File: config.mk
export PLATFORM = sky130hd
export DESIGN_NAME = brp_port
export DESIGN_NICKNAME = d
export VERILOG_FILES = /design/src/inc/brp_pkg.sv /design/src/rtl/brp_sync.sv /design/src/rtl/brp_oneshot.sv /design/src/rtl/brp_port.sv
export SDC_FILE = /design/constraint.sdc
export NUM_CORES = 1
export LEC_CHECK = 0
export ABC_CLOCK_PERIOD_IN_PS = 4400
export CORE_UTILIZATION = 62
export CTS_CLUSTER_SIZE = 10
export DETAILED_ROUTE_END_ITERATION = 16
export DONT_BUFFER_PORTS = 1
export GPL_ROUTABILITY_DRIVEN = 0
export HOLD_SLACK_MARGIN = 0.05
export MAX_ROUTING_LAYER = met4
export PLACE_DENSITY = 0.9
export SLEW_MARGIN = 20
export SYNTH_ARGS = -nofsm -noshare
export SYNTH_HDL_FRONTEND = slang
export SYNTH_SLANG_ARGS = --single-unit
File: constraint.sdc
create_clock -name hclk -period 4.4 [get_ports hclk]
set_input_delay 1.32 -clock hclk [delete_from_list [all_inputs] [get_ports hclk]]
set_output_delay 1.32 -clock hclk [all_outputs]
set_load 0.005 [all_outputs]
File: src/inc/brp_pkg.sv
//////////////////////////////////////////////////////////////////////////////
// Purpose: Constants for the remote BCD programming port
// Assumes: 250 MHz bus clock, 2 MHz digit tick
// Notes:   Timer lengths are in digit ticks
//////////////////////////////////////////////////////////////////////////////
package brp_pkg;
    // Clocking
    localparam int CLK_MHZ = 250;
    localparam int CLK_NS = 4;
    localparam int DIGIT_CLK_MHZ = 2;
    localparam int TICK_DIV = CLK_MHZ / DIGIT_CLK_MHZ;
    localparam int TICK_W = 7;
    // Command pulse ceiling
    localparam int CMD_MAX_NS = 750;
    localparam int CMD_MAX_CYC = CMD_MAX_NS / CLK_NS;
    // Data write busy ceiling
    localparam int DATA_BUSY_NS = 1500;
    localparam int DATA_BUSY_CYC = DATA_BUSY_NS / CLK_NS;
    // Busy stretch times
    localparam int ATTN_MS = 50;
    localparam int ADDR_US = 3500;
    localparam int CAL_S = 5;
    localparam int ATTN_TICKS = ATTN_MS * 1000 * DIGIT_CLK_MHZ;
    localparam int ADDR_TICKS = ADDR_US * DIGIT_CLK_MHZ;
    localparam int CAL_TICKS = CAL_S * 1000000 * DIGIT_CLK_MHZ;
    localparam int TMR_W = 24;
    // Word decode
    localparam logic [3:0] ADDR_MARK = 4'h000f;
    localparam logic [3:0] DEST_CENTER = 4'h0000;
    localparam logic [3:0] DEST_ATTN = 4'h0003;
    localparam int NUM_DEST = 10;
    localparam logic [3:0] BURST_LEN = 4'h000a;
    // Register map
    localparam logic [7:0] REG_CTRL = 8'h0000;
    localparam logic [7:0] REG_STATUS = 8'h0004;
    localparam logic [7:0] REG_WORD = 8'h0008;
    localparam logic [7:0] REG_DEST = 8'h000c;
    localparam int CTRL_CLEAR_BIT = 0;
    localparam int CTRL_LOCAL_BIT = 1;
    localparam logic [1:0] CTRL_RESET = 2'h0;
    // Sequencer states
    typedef enum logic [1:0] {
        BRP_IDLE = 2'b00,
        BRP_DIG1 = 2'b01,
        BRP_DIG2 = 2'b10
    } brp_state_e;
endpackage : brp_pkg

File: src/rtl/brp_sync.sv
//////////////////////////////////////////////////////////////////////////////
// Purpose: Two-flop synchroniser for pin inputs
// Assumes: Inputs asynchronous to clk
// Notes:   Reset value is a parameter
//////////////////////////////////////////////////////////////////////////////
`timescale 1ns/1ps
`default_nettype none
module brp_sync #(
    parameter int W = 1,
    parameter logic [W-1:0] INIT = '0
) (
    // Clock and reset
    input wire logic clk,
    input wire logic rst_n,
    // Data
    input wire logic [W-1:0] d,
    output logic [W-1:0] q
);
    logic [W-1:0] meta_reg;

    always_ff @(posedge clk or negedge rst_n) begin
        if (!rst_n) begin
            meta_reg <= INIT;
            q <= INIT;
        end else begin
            meta_reg <= d;
            q <= meta_reg;
        end
    end
endmodule : brp_sync
`default_nettype wire

File: src/rtl/brp_oneshot.sv
//////////////////////////////////////////////////////////////////////////////
// Purpose: Retriggerable one-shot counting digit ticks
// Assumes: tick is a one-cycle pulse
// Notes:   Only start reloads the count
//////////////////////////////////////////////////////////////////////////////
`timescale 1ns/1ps
`default_nettype none
module brp_oneshot #(
    parameter int W = 24
) (
    // Clock and reset
    input wire logic clk,
    input wire logic rst_n,
    // Control
    input wire logic tick,
    input wire logic start,
    input wire logic [W-1:0] len,
    // Status
    output logic active
);
    logic [W-1:0] cnt_reg;

    initial begin
        if (W < 2) $error("brp_oneshot: W too small");
    end

    always_ff @(posedge clk or negedge rst_n) begin
        if (!rst_n) begin
            cnt_reg <= '0;
        end else if (start) begin
            cnt_reg <= len;
        end else if (tick && cnt_reg != '0) begin
            cnt_reg <= cnt_reg - 1'b1;
        end
    end

    assign active = cnt_reg != '0;
endmodule : brp_oneshot
`default_nettype wire

File: src/rtl/brp_port.sv
//////////////////////////////////////////////////////////////////////////////
// Purpose: Remote parallel BCD programming port with AHB-Lite registers
// Assumes: Pins asynchronous, hclk at 250 MHz
// Notes:   Digit sequencing runs on a 2 MHz tick from hclk
//////////////////////////////////////////////////////////////////////////////
//////////////////////////////////////////////////////////////////////////////
`timescale 1ns/1ps
`default_nettype none
module brp_port
    import brp_pkg::*;
#(
    parameter int ATTN_LEN = ATTN_TICKS,
    parameter int ADDR_LEN = ADDR_TICKS,
    parameter int CAL_LEN = CAL_TICKS
) (
    // Clock and reset
    input wire logic hclk,
    input wire logic hresetn,
    // AHB-Lite slave
    input wire logic hsel,
    input wire logic [31:0] haddr,
    input wire logic [1:0] htrans,
    input wire logic hwrite,
    input wire logic [2:0] hsize,
    input wire logic hready,
    input wire logic [31:0] hwdata,
    output logic [31:0] hrdata,
    output logic hreadyout,
    output logic hresp,
    // Remote connector pins
    input wire logic [7:0] bcd_n,
    input wire logic cmd_strobe_n,
    input wire logic remote_local_select,
    input wire logic remote_reset_n,
    output logic busy_n,
    output logic error_n,
    // Instrument status inputs
    input wire logic supply_ok_detect,
    input wire logic freq_limit_ok,
    input wire logic extended_range_fault,
    input wire logic oven_ready,
    input wire logic fm_cal_pulse,
    // Control unit outputs
    output logic temp_wr,
    output logic [3:0] temp_digit,
    output logic xfer_cmd,
    output logic xfer_shift,
    output logic [NUM_DEST-1:0] dest_sel,
    output logic final_clear_n,
    output logic oven_lamp,
    output logic local_remote_fanout
);
    initial begin
        if (ATTN_LEN < 1 || ATTN_LEN >= (1 << TMR_W)) $error("brp_port: bad ATTN_LEN");
        if (ADDR_LEN < 1 || ADDR_LEN >= (1 << TMR_W)) $error("brp_port: bad ADDR_LEN");
        if (CAL_LEN < 1 || CAL_LEN >= (1 << TMR_W)) $error("brp_port: bad CAL_LEN");
    end

    //////////////////////////////////////////////////////////////////////////
    // Pin synchronisers
    logic [7:0] bcd_s;
    logic [6:0] ctl_s;
    logic strobe_s, local_s, rreset_s, supply_s, flim_s, ext_s, oven_s, cal_s;
    brp_sync #(.W(8), .INIT(8'hff)) u_sync_bcd (
        .clk(hclk),
        .rst_n(hresetn),
        .d(bcd_n),
        .q(bcd_s)
    );
    brp_sync #(.W(7), .INIT(7'h2f)) u_sync_ctl (
        .clk(hclk),
        .rst_n(hresetn),
        .d({fm_cal_pulse, oven_ready, extended_range_fault, freq_limit_ok,
            supply_ok_detect, remote_reset_n, remote_local_select}),
        .q(ctl_s)
    );
    brp_sync #(.W(1), .INIT(1'b1)) u_sync_stb (
        .clk(hclk),
        .rst_n(hresetn),
        .d(cmd_strobe_n),
        .q(strobe_s)
    );
    assign {cal_s, oven_s, ext_s, flim_s, supply_s, rreset_s, local_s} = ctl_s;

    //////////////////////////////////////////////////////////////////////////
    // Registers steered by software
    logic [1:0] ctrl_reg;
    logic local_mode, clr_int;
    assign local_mode = local_s | ctrl_reg[CTRL_LOCAL_BIT];
    assign clr_int = !supply_s || !rreset_s || ctrl_reg[CTRL_CLEAR_BIT];

    //////////////////////////////////////////////////////////////////////////
    // Digit tick divider
    logic [TICK_W-1:0] div_reg;
    logic tick;
    always_ff @(posedge hclk or negedge hresetn) begin
        if (!hresetn) begin
            div_reg <= '0;
        end else if (div_reg == TICK_W'(TICK_DIV - 1)) begin
            div_reg <= '0;
        end else begin
            div_reg <= div_reg + 1'b1;
        end
    end
    assign tick = div_reg == TICK_W'(TICK_DIV - 1);

    //////////////////////////////////////////////////////////////////////////
    // Strobe latch and command pulse
    logic strobe_d_reg, strobe_fall;
    logic [7:0] word_reg;
    logic cmd_reg;
    logic [3:0] digit1, digit2;
    logic is_addr;
    assign strobe_fall = strobe_d_reg && !strobe_s;
    always_ff @(posedge hclk or negedge hresetn) begin
        if (!hresetn) begin
            strobe_d_reg <= 1'b1;
            word_reg <= '0;
        end else begin
            strobe_d_reg <= strobe_s;
            if (strobe_fall) begin
                word_reg <= ~bcd_s;
            end
        end
    end
    assign digit1 = word_reg[3:0];
    assign digit2 = word_reg[7:4];
    assign is_addr = digit1 == ADDR_MARK;

    always_ff @(posedge hclk or negedge hresetn) begin
        if (!hresetn) begin
            cmd_reg <= 1'b0;
        end else if (local_mode) begin
            cmd_reg <= 1'b0;
        end else if (strobe_fall) begin
            cmd_reg <= 1'b1;
        end else if (tick) begin
            cmd_reg <= 1'b0;
        end
    end

    //////////////////////////////////////////////////////////////////////////
    // Digit sequencer
    brp_state_e state_reg, state_next;
    logic addr_op_reg;
    always_comb begin
        state_next = state_reg;
        case (state_reg)
            BRP_IDLE: begin
                if (tick && cmd_reg) state_next = BRP_DIG1;
            end
            BRP_DIG1: begin
                if (tick) state_next = BRP_DIG2;
            end
            BRP_DIG2: begin
                state_next = BRP_IDLE;
            end
            default: state_next = BRP_IDLE;
        endcase
        if (local_mode) state_next = BRP_IDLE;
    end
    always_ff @(posedge hclk or negedge hresetn) begin
        if (!hresetn) begin
            state_reg <= BRP_IDLE;
            addr_op_reg <= 1'b0;
        end else begin
            state_reg <= state_next;
            if (state_reg == BRP_IDLE && state_next == BRP_DIG1) begin
                addr_op_reg <= is_addr;
            end
        end
    end

    logic first_tick, second_tick;
    assign first_tick = state_reg == BRP_IDLE && tick && cmd_reg && !local_mode;
    assign second_tick = state_reg == BRP_DIG1 && tick && !local_mode;

    //////////////////////////////////////////////////////////////////////////
    // Temporary store writes and address transfer
    logic [3:0] burst_reg;
    always_ff @(posedge hclk or negedge hresetn) begin
        if (!hresetn) begin
            temp_wr <= 1'b0;
            temp_digit <= '0;
            xfer_cmd <= 1'b0;
            dest_sel <= '0;
        end else begin
            temp_wr <= 1'b0;
            xfer_cmd <= 1'b0;
            if (first_tick && !is_addr) begin
                temp_wr <= 1'b1;
                temp_digit <= digit1;
            end else if (second_tick && !addr_op_reg) begin
                temp_wr <= 1'b1;
                temp_digit <= digit2;
            end
            if (first_tick && is_addr) begin
                xfer_cmd <= 1'b1;
                for (int i = 0; i < NUM_DEST; i++) begin
                    dest_sel[i] <= digit2 == 4'(i);
                end
            end
        end
    end

    logic burst_start;
    assign burst_start = first_tick && is_addr && digit2 < 4'(NUM_DEST);
    always_ff @(posedge hclk or negedge hresetn) begin
        if (!hresetn) begin
            burst_reg <= '0;
            xfer_shift <= 1'b0;
        end else begin
            xfer_shift <= 1'b0;
            if (burst_start) begin
                burst_reg <= BURST_LEN;
            end else if (tick && burst_reg != '0) begin
                burst_reg <= burst_reg - 1'b1;
                xfer_shift <= 1'b1;
            end
        end
    end

    //////////////////////////////////////////////////////////////////////////
    // Busy stretch one-shots
    logic ext_start, ext_active, cal_d_reg, cal_start, cal_active;
    logic [TMR_W-1:0] ext_len;
    assign ext_start = second_tick && addr_op_reg;
    assign ext_len = (digit2 == DEST_ATTN) ? TMR_W'(ATTN_LEN) : TMR_W'(ADDR_LEN);
    assign cal_start = cal_s && !cal_d_reg;
    always_ff @(posedge hclk or negedge hresetn) begin
        if (!hresetn) begin
            cal_d_reg <= 1'b0;
        end else begin
            cal_d_reg <= cal_s;
        end
    end
    brp_oneshot #(.W(TMR_W)) u_ext_timer (
        .clk(hclk),
        .rst_n(hresetn),
        .tick(tick),
        .start(ext_start),
        .len(ext_len),
        .active(ext_active)
    );
    brp_oneshot #(.W(TMR_W)) u_cal_timer (
        .clk(hclk),
        .rst_n(hresetn),
        .tick(tick),
        .start(cal_start),
        .len(TMR_W'(CAL_LEN)),
        .active(cal_active)
    );

    //////////////////////////////////////////////////////////////////////////
    // Flag, error and pass-through outputs
    logic busy;
    assign busy = cmd_reg || state_reg != BRP_IDLE || ext_active || cal_active;
    always_ff @(posedge hclk or negedge hresetn) begin
        if (!hresetn) begin
            busy_n <= 1'b1;
            error_n <= 1'b1;
            oven_lamp <= 1'b0;
            final_clear_n <= 1'b0;
            local_remote_fanout <= 1'b1;
        end else begin
            busy_n <= !busy;
            error_n <= !(!oven_s || !flim_s || ext_s);
            oven_lamp <= !oven_s;
            final_clear_n <= !clr_int;
            local_remote_fanout <= local_s;
        end
    end

    //////////////////////////////////////////////////////////////////////////
    // AHB-Lite slave
    logic wr_pend_reg;
    logic [7:0] wr_addr_reg;
    logic addr_ok;
    assign addr_ok = hsel && htrans[1] && hready;
    assign hreadyout = 1'b1;
    assign hresp = 1'b0;
    always_ff @(posedge hclk or negedge hresetn) begin
        if (!hresetn) begin
            wr_pend_reg <= 1'b0;
            wr_addr_reg <= '0;
            hrdata <= '0;
        end else begin
            wr_pend_reg <= addr_ok && hwrite;
            if (addr_ok) wr_addr_reg <= haddr[7:0];
            hrdata <= '0;
            if (addr_ok && !hwrite) begin
                case (haddr[7:0])
                    REG_CTRL: hrdata <= {30'h0, ctrl_reg};
                    REG_STATUS: hrdata <= {24'h0, cal_active, ext_active, local_mode,
                                           !error_n, busy, cmd_reg, state_reg};
                    REG_WORD: hrdata <= {24'h0, word_reg};
                    REG_DEST: hrdata <= {22'h0, dest_sel};
                    default: hrdata <= '0;
                endcase
            end
        end
    end
    always_ff @(posedge hclk or negedge hresetn) begin
        if (!hresetn) begin
            ctrl_reg <= CTRL_RESET;
        end else if (wr_pend_reg && wr_addr_reg == REG_CTRL) begin
            ctrl_reg <= hwdata[1:0];
        end
    end

    //////////////////////////////////////////////////////////////////////////
    // Assertions
    localparam int CMD_BOUND = 187;
    localparam int DATA_BOUND = 375;
    logic [10:0] burst_age_reg;
    always_ff @(posedge hclk or negedge hresetn) begin
        if (!hresetn) burst_age_reg <= '0;
        else if (burst_start) burst_age_reg <= '0;
        else if (burst_reg != '0) burst_age_reg <= burst_age_reg + 1'b1;
    end
    property p_addr_xfer;
        @(posedge hclk) disable iff (!hresetn) first_tick && is_addr |=> xfer_cmd && !temp_wr;
    endproperty
    a_addr_xfer: assert property (p_addr_xfer) else $error("address word did not transfer");
    property p_data_digits;
        @(posedge hclk) disable iff (!hresetn)
            first_tick && !is_addr |=> temp_wr && temp_digit == $past(digit1) ##[1:130] temp_wr;
    endproperty
    a_data_digits: assert property (p_data_digits) else $error("data digits not written");
    property p_dest_decode;
        @(posedge hclk) disable iff (!hresetn)
            first_tick && is_addr && digit2 == DEST_CENTER |=> dest_sel == 10'h001;
    endproperty
    a_dest_decode: assert property (p_dest_decode) else $error("center destination wrong");
    property p_burst_ten;
        @(posedge hclk) disable iff (!hresetn)
            burst_start |=> burst_reg == BURST_LEN;
    endproperty
    a_burst_ten: assert property (p_burst_ten) else $error("shift burst wrong");
    property p_burst_end;
        @(posedge hclk) disable iff (!hresetn) burst_reg != '0 |-> burst_age_reg < 11'd1300;
    endproperty
    a_burst_end: assert property (p_burst_end) else $error("shift burst too long");
    property p_back_idle;
        @(posedge hclk) disable iff (!hresetn) state_reg == BRP_DIG2 |=> state_reg == BRP_IDLE;
    endproperty
    a_back_idle: assert property (p_back_idle) else $error("sequencer not idle");
    property p_clear;
        @(posedge hclk) disable iff (!hresetn) clr_int |=> !final_clear_n;
    endproperty
    a_clear: assert property (p_clear) else $error("clear not driven");
    property p_cmd_short;
        @(posedge hclk) disable iff (!hresetn) $rose(cmd_reg) |-> ##[1:CMD_BOUND] !cmd_reg;
    endproperty
    a_cmd_short: assert property (p_cmd_short) else $error("command pulse too long");
    property p_data_busy;
        @(posedge hclk) disable iff (!hresetn)
            first_tick && !is_addr && !ext_active && !cal_active |-> ##[1:DATA_BOUND] !busy;
    endproperty
    a_data_busy: assert property (p_data_busy) else $error("data busy too long");
    property p_no_ext_data;
        @(posedge hclk) disable iff (!hresetn) second_tick && !addr_op_reg && !ext_active |=> !ext_active;
    endproperty
    a_no_ext_data: assert property (p_no_ext_data) else $error("timer started by data");
    property p_local;
        @(posedge hclk) disable iff (!hresetn) local_mode |=> state_reg == BRP_IDLE && !cmd_reg;
    endproperty
    a_local: assert property (p_local) else $error("local mode not held");
    property p_error;
        @(posedge hclk) disable iff (!hresetn) (!oven_s || ext_s) |=> !error_n && (oven_lamp == !$past(oven_s));
    endproperty
    a_error: assert property (p_error) else $error("error output wrong");
    property p_busy_pin;
        @(posedge hclk) disable iff (!hresetn) ext_active |=> !busy_n;
    endproperty
    a_busy_pin: assert property (p_busy_pin) else $error("busy pin not low");
    c_data: cover property (@(posedge hclk) disable iff (!hresetn) first_tick && !is_addr);
    c_addr: cover property (@(posedge hclk) disable iff (!hresetn) burst_start);
    c_attn: cover property (@(posedge hclk) disable iff (!hresetn) ext_start && digit2 == DEST_ATTN);
    c_cal: cover property (@(posedge hclk) disable iff (!hresetn) cal_start);
endmodule : brp_port
`default_nettype wire

==> results.cfg, run 1 <==
[global_routing]
grt_pass1_wl_um = 24200
antenna_found_initial = 0
grt_pass1_vias = 4804
grt_start_max_net_pins = 149
grt_remaining_overflow = 0
grt_use_total_pct = 28.8

[synthesis]
yosysWarnings = 0
avgSynthCellArea_um2 = 10.6
yosys.area_share.adder_pct = 1.32
synth_xor_area_share_pct = 3.16
synthArstFlopShare_pct = 100
seq_area_frac_synth_pct = 56.2
synth.area.mux_share_pct = 3.53
synth_compound_area_share_pct = 11.8
synthCells = 629
synth_edf_count = 0
synthFlopType = dfrtp_1
synth-simple-area-share_pct = 18.4
synth-seq-cells = 148
synth_top_family_by_area = simple AND/OR/NAND/NOR gates
syn-cell-area_um2 = 6660
synthDistinctLibCells = 60

[status]
outcome = finished, final reports clean

[setup_path]
worstPathMaxFanout = 19
cpPeakStageDelay_ps = 740
r2r_slack_ps = 1550
cpMaxStageDelayCell = o21ai_1
crit_path_end_kind = register
crit_required_ps = 4830
critical_path_class = reg -> reg
critical_path.most_common_cell = nor4_1
start_kind = register
cp.arrival_ps = 3280
crit_chain = nor4_1 -> nand3_1 -> o21ai_1 -> nor4_1 -> o31a_1

[layout]
fillers = 653
drive_above_1_share_pct = 13.9
area_growth_pct = 7.61
final_nets = 717
antenna_cells = 0
seq_area_um2 = 3740
stdcell_area_um2 = 7170
multi_input_comb_area_um2 = 2640

[min_path]
hold_class = reg -> reg

[cts]
cts_buffers = 17
cts_sinks = 148
cts_tree = yes
cts_buffer_depth = 2
cts_setup_buffers = 0
cts_resized = 0
cts_max_level = 4
path_clk_slew_ps = 70
worstSkewPairLatency_ps = 550
cts-root-buf = clkbuf_8
holdBufCountCts = 0

[placement]
place_area_um2 = 6630
pre_cts_slack_ps = 1660
port_buffers = 0
detailed_place_hpwl_um = 9230

[route]
ant_nets = 0
post_drt_wl_per_cell_um = 19.0
drt_iter0_markers = 654
drt_first_pass_iters = 6
routed_wirelength_um = 14600
vias_per_cell = 6.45
via_count = 4959
drc = 0

[pwr]
powerDensity_nw_per_um2 = 396
peakVddDrop_mv = 0.320
p_leak_nw = 3.13

[sta]
whs_ps = 356
fin_ws_ps = 1550
maxSlewHeadroom_pct = 36.1
fin_skew_ps = 9.59
final_max_slew_viol_count = 0
setup_tns_ps = 0
grt_setup_unrepaired = false
max_freq_ghz = 0.351
worst_pin_slew_ps = 955
fin_crit_sh_pct = 64.8
hold_viol_final = 0
setup_viol = 0
finalCriticalPeriod_ps = 2850

[floorplanning]
chipHeight_um = 106
die_w_um = 106
rows = 37
core_area_um2 = 10400
floorplan.initialDensity_pct = 64.2
dieArea_um2 = 11200
io_pins = 146

[flow_run]
maxCapViolations = 0
==> cell usage in the layout, fill, tap and decap left out, types with 11 or more instances in the layout <==
cell type    n
a21oi_1     27
clkbuf_16   16
conb_1      24
dfrtp_1    116
dfstp_2     32
inv_1       18
mux2_2      16
nand2_1     59
nand3_1     14
nor2_1      47
nor3_1      28
nor4_1      16
o21ai_0     32
o31ai_1     11
or3_1       13
or4_1       18
xor2_1      19
==> worst max-delay path: cells and delay by family (launching register included) <==
family,cells,cell delay [ps]
DFF,1,450
AOI/OAI and AO/OA,2,1040
and+or+nand+nor,3,1240
==> per-stage QoR <==
step           power (mW)  cells  util, %
5_1_grt              2.92    769     69.1
2_1_floorplan        1.54    651        -
4_1_cts              2.84    769     69.1
3_3_place_gp         1.54    737     64.0
3_5_place_dp         1.54    737     64.0
6_report             2.84    769     69.1
==> power breakdown <==
part           internal (mW)  switching (mW)
Clock                  0.704           0.607
Sequential              1.42          0.0392
Combinational         0.0334          0.0371
==> layer usage <==
metal	global-route usage [%]	share of wire, %	up-vias
met4	10.3	2.4	0
met1	36.8	40	2467
met5	-	0	-
met2	44.7	50	254
met3	7.54	7.0	44
li1	-	-	2194
==> final cells by class <==
type	count	area share, %
repair buffers	2	0.209
flip-flops and latches	148	52.2
multi-input cells	433	36.8
clock buffers	17	5.78
inverters	18	0.943
well taps	136	2.37
clock inverters	15	1.68
==> Yosys cell counts (5+ instances only) <==
master     instances  area [µm²]
nand2b_1           7        43.8
o21ai_0           32         160
nand3_1           14        70.1
ha_1               7        87.6
nor2_1            47         176
xnor2_1            5        43.8
buf_4             24         180
o2111ai_1          5        43.8
a21oi_1           27         135
inv_1             18        67.6
o211ai_1           5        37.5
nor4_1            16         100
nand4_1            8        50.1
o31ai_1           11        82.6
or3_1             13        81.3
xor2_1            19         166
nor3_1            28         140
nand2_1           59         221
o41ai_1            7        61.3
clkbuf_1          21        78.8
nor2b_1            5        31.3
mux2_2            16         180
or4_1             18         135
and2_1             5        31.3
dfstp_2           32         841
dfrtp_1          116        2900
==> logic make-up after synthesis <==
| logic type | after synthesis |
|---|---|
| AOI/OAI and AO/OA | 120 |
| xor gates and xnor gates | 24 |
| adders and majority gates | 7 |
| buffers and inverters | 70 |
| DFF | 148 |
| muxes | 19 |
| other | 2 |
| and+or+nand+nor | 239 |
==> worst paths after layout <==
check | start | endpoint | depth (start not counted)
worst max-delay path | u_ext_timer.cnt_reg[16] | u_ext_timer.cnt_reg[11] | 5
worst min-delay path | u_sync_bcd.meta_reg[4] | u_sync_bcd.q[4] | 0
worst max register to register | u_ext_timer.cnt_reg[16] | u_ext_timer.cnt_reg[11] | 5
worst min register to register | u_sync_bcd.meta_reg[4] | u_sync_bcd.q[4] | 0
max in group asynchronous | hresetn | u_sync_bcd.meta_reg[6] | 0
min in group asynchronous | hresetn | u_sync_ctl.meta_reg[6] | 0
Note: power is estimated with default switching activity, not from simulation.
==> run 2: changes to the inputs <==
- ABC_AREA: default -> 1
- ABC_CLOCK_PERIOD_IN_PS: 4400 -> 2490
- CORE_UTILIZATION: 62 -> 57
- PLACE_DENSITY: 0.9 -> 0.87
- clock period: 4.4 -> 2.49 ns (I/O delays scaled with it)
==> results.cfg, run 2 <==
[cts]
cts_buffer_depth = 2
cts-root-buf = clkbuf_16
cts_setup_buffers = 0
cts_tree = yes
cts_buffers = 17
path_clk_slew_ps = 60
cts_sinks = 148
cts_resized = 0
cts_max_level = 4
worstSkewPairLatency_ps = 430

[synthesis]
synth_edf_count = 0
synth_common_cells = nand2_1 (256), nor2_1 (137), dfrtp_1 (116)
synthCells = 898
syn-cell-area_um2 = 7240
synthArstFlopShare_pct = 100
synthTopCellsByArea = dfrtp_1 (40%), nand2_1 (13%), dfstp_2 (12%)
yosys.area.top_type = dfrtp_1
seq_area_frac_synth_pct = 51.7
yosysWarnings = 0
synthDistinctLibCells = 37
synth_top_area_share_pct = 40.1
yosysMostFrequentCell = nand2_1
synth-seq-cells = 148
synthFlopType = dfrtp_1
avgSynthCellArea_um2 = 8.06

[global_routing]
grt_pass1_wl_um = 26200
grt_remaining_overflow = 0
grt_use_total_pct = 27.0
antenna_found_initial = 0
grt_pass1_vias = 5609
grt_start_max_net_pins = 149

[pwr]
p_leak_nw = 4.16
finalPower_mw = 5.76
powerDensity_nw_per_um2 = 726
peakVddDrop_mv = 0.680

[route]
drc = 0
drt_first_pass_iters = 6
post_drt_wl_per_cell_um = 14.4
routed_wirelength_um = 15700
via_count = 5864
vias_per_cell = 5.37
drt_iter0_markers = 492
ant_nets = 0

[floorplanning]
dieArea_um2 = 13200
floorplan.initialDensity_pct = 59.3
core_area_um2 = 12200
chipHeight_um = 115
die_w_um = 115
rows = 40
io_pins = 146

[sta]
fin_skew_ps = 9.28
finalCriticalPeriod_ps = 2120
worst_pin_slew_ps = 531
final_max_slew_viol_count = 0
setup_tns_ps = 0
fin_ws_ps = 366
grt_setup_unrepaired = false
maxSlewHeadroom_pct = 64.5
setup_viol = 0
fin_crit_sh_pct = 85.3
max_freq_ghz = 0.471
hold_viol_final = 0

[layout]
final_common_cell = nand2_1
drive_above_1_share_pct = 10.7
post-route-util_pct = 65.0
antenna_cells = 0
layout_common_cells = nand2_1 (256), nor2_1 (137), dfrtp_1 (116)
final_nets = 1007
area_growth_pct = 9.57

[setup_path]
critical_path_class = reg -> reg
crit_path_end_kind = register
start_kind = register
crit_required_ps = 2780
worstPathMaxFanout = 22
cp.arrival_ps = 2410

[flow_run]
maxCapViolations = 0

[status]
outcome = finished, final reports clean

[placement]
pre_cts_slack_ps = 414
detailed_place_hpwl_um = 10900
port_buffers = 0

[min_path]
hold_class = in -> async
run 2: cell count changes after synthesis, moves of 18 or more:
cell     before  now
nor3_1       28    8
nand3_1      14   81
nand2_1      59  256
inv_1        18   79
nor2_1       47  137
or4_1        18    0
run 2: cell type report:
type	count	area [µm²]
fill	961	4280
sequential	148	3740
multi-input combinational	649	2980
clock buffer	22	464
inverter	86	328
tap	168	210
clock inverter	10	145
timing repair buffer	8	60.1
run 2: per-stage QoR:
stage          hold WS [ps]  cells  cell area, µm²
6_report               21.4   1091            7930
5_1_grt                1.18   1091            7930
4_1_cts               -2.65   1091            7930
3_5_place_dp            343   1059            7320
3_3_place_gp            332   1059            7320
2_1_floorplan           331    920            7320
run 2: kinds of logic (layout without fill, tap and decap cells):
family / count (synthesis) / count (layout) / synth area share, %
buf+inv: 123 / 126 / 8.24
xor+xnor: 18 / 18 / 2.18
flops: 148 / 148 / 51.7
simple gates: 524 / 524 / 30.8
mux: 1 / 1 / 0.156
other cells: 2 / 24 / 0.104
fa+ha+maj: 7 / 7 / 1.21
compound gates: 75 / 75 / 5.63
run 2: metal layers:
metal	wire length, µm	GRT usage, %	share of wire [%]
met5	0	-	0
met3	1300	6.35	8.3
met1	6450	32.6	41
met2	7440	41.5	47
met4	522	15.9	3.3
run 2: where the power goes:
part	switching (mW)	internal (mW)	leakage (nW)
Clock	0.988	1.64	0.292
Combinational	0.279	0.153	2.01
Sequential	0.134	2.57	1.86
Total	1.40	4.36	4.16
run 2: worst paths after layout:
check	startpoint	endpoint	slack [ps]	cells after the start
setup reg to reg	u_cal_timer.cnt_reg[0]	u_cal_timer.cnt_reg[4]	370	9
hold / removal	hresetn	u_sync_ctl.meta_reg[6]	20	0
min in group hclk	supply_ok_detect	u_sync_ctl.meta_reg[2]	320	0
max in group asynchronous	hresetn	u_sync_bcd.q[4]	2190	0
setup / recovery	u_cal_timer.cnt_reg[0]	u_cal_timer.cnt_reg[4]	370	9
hold reg to reg	u_sync_ctl.meta_reg[0]	u_sync_ctl.q[0]	350	0
run 2: critical path: stages (launching register included):
cell and delay [ps]:
dfrtp_1 420, inv_1 160, ha_1 210, nand3_1 90, nor2_1 90, nand3_1 170
nand2_2 220, nand2_4 160, inv_2 300, o21ai_0 150
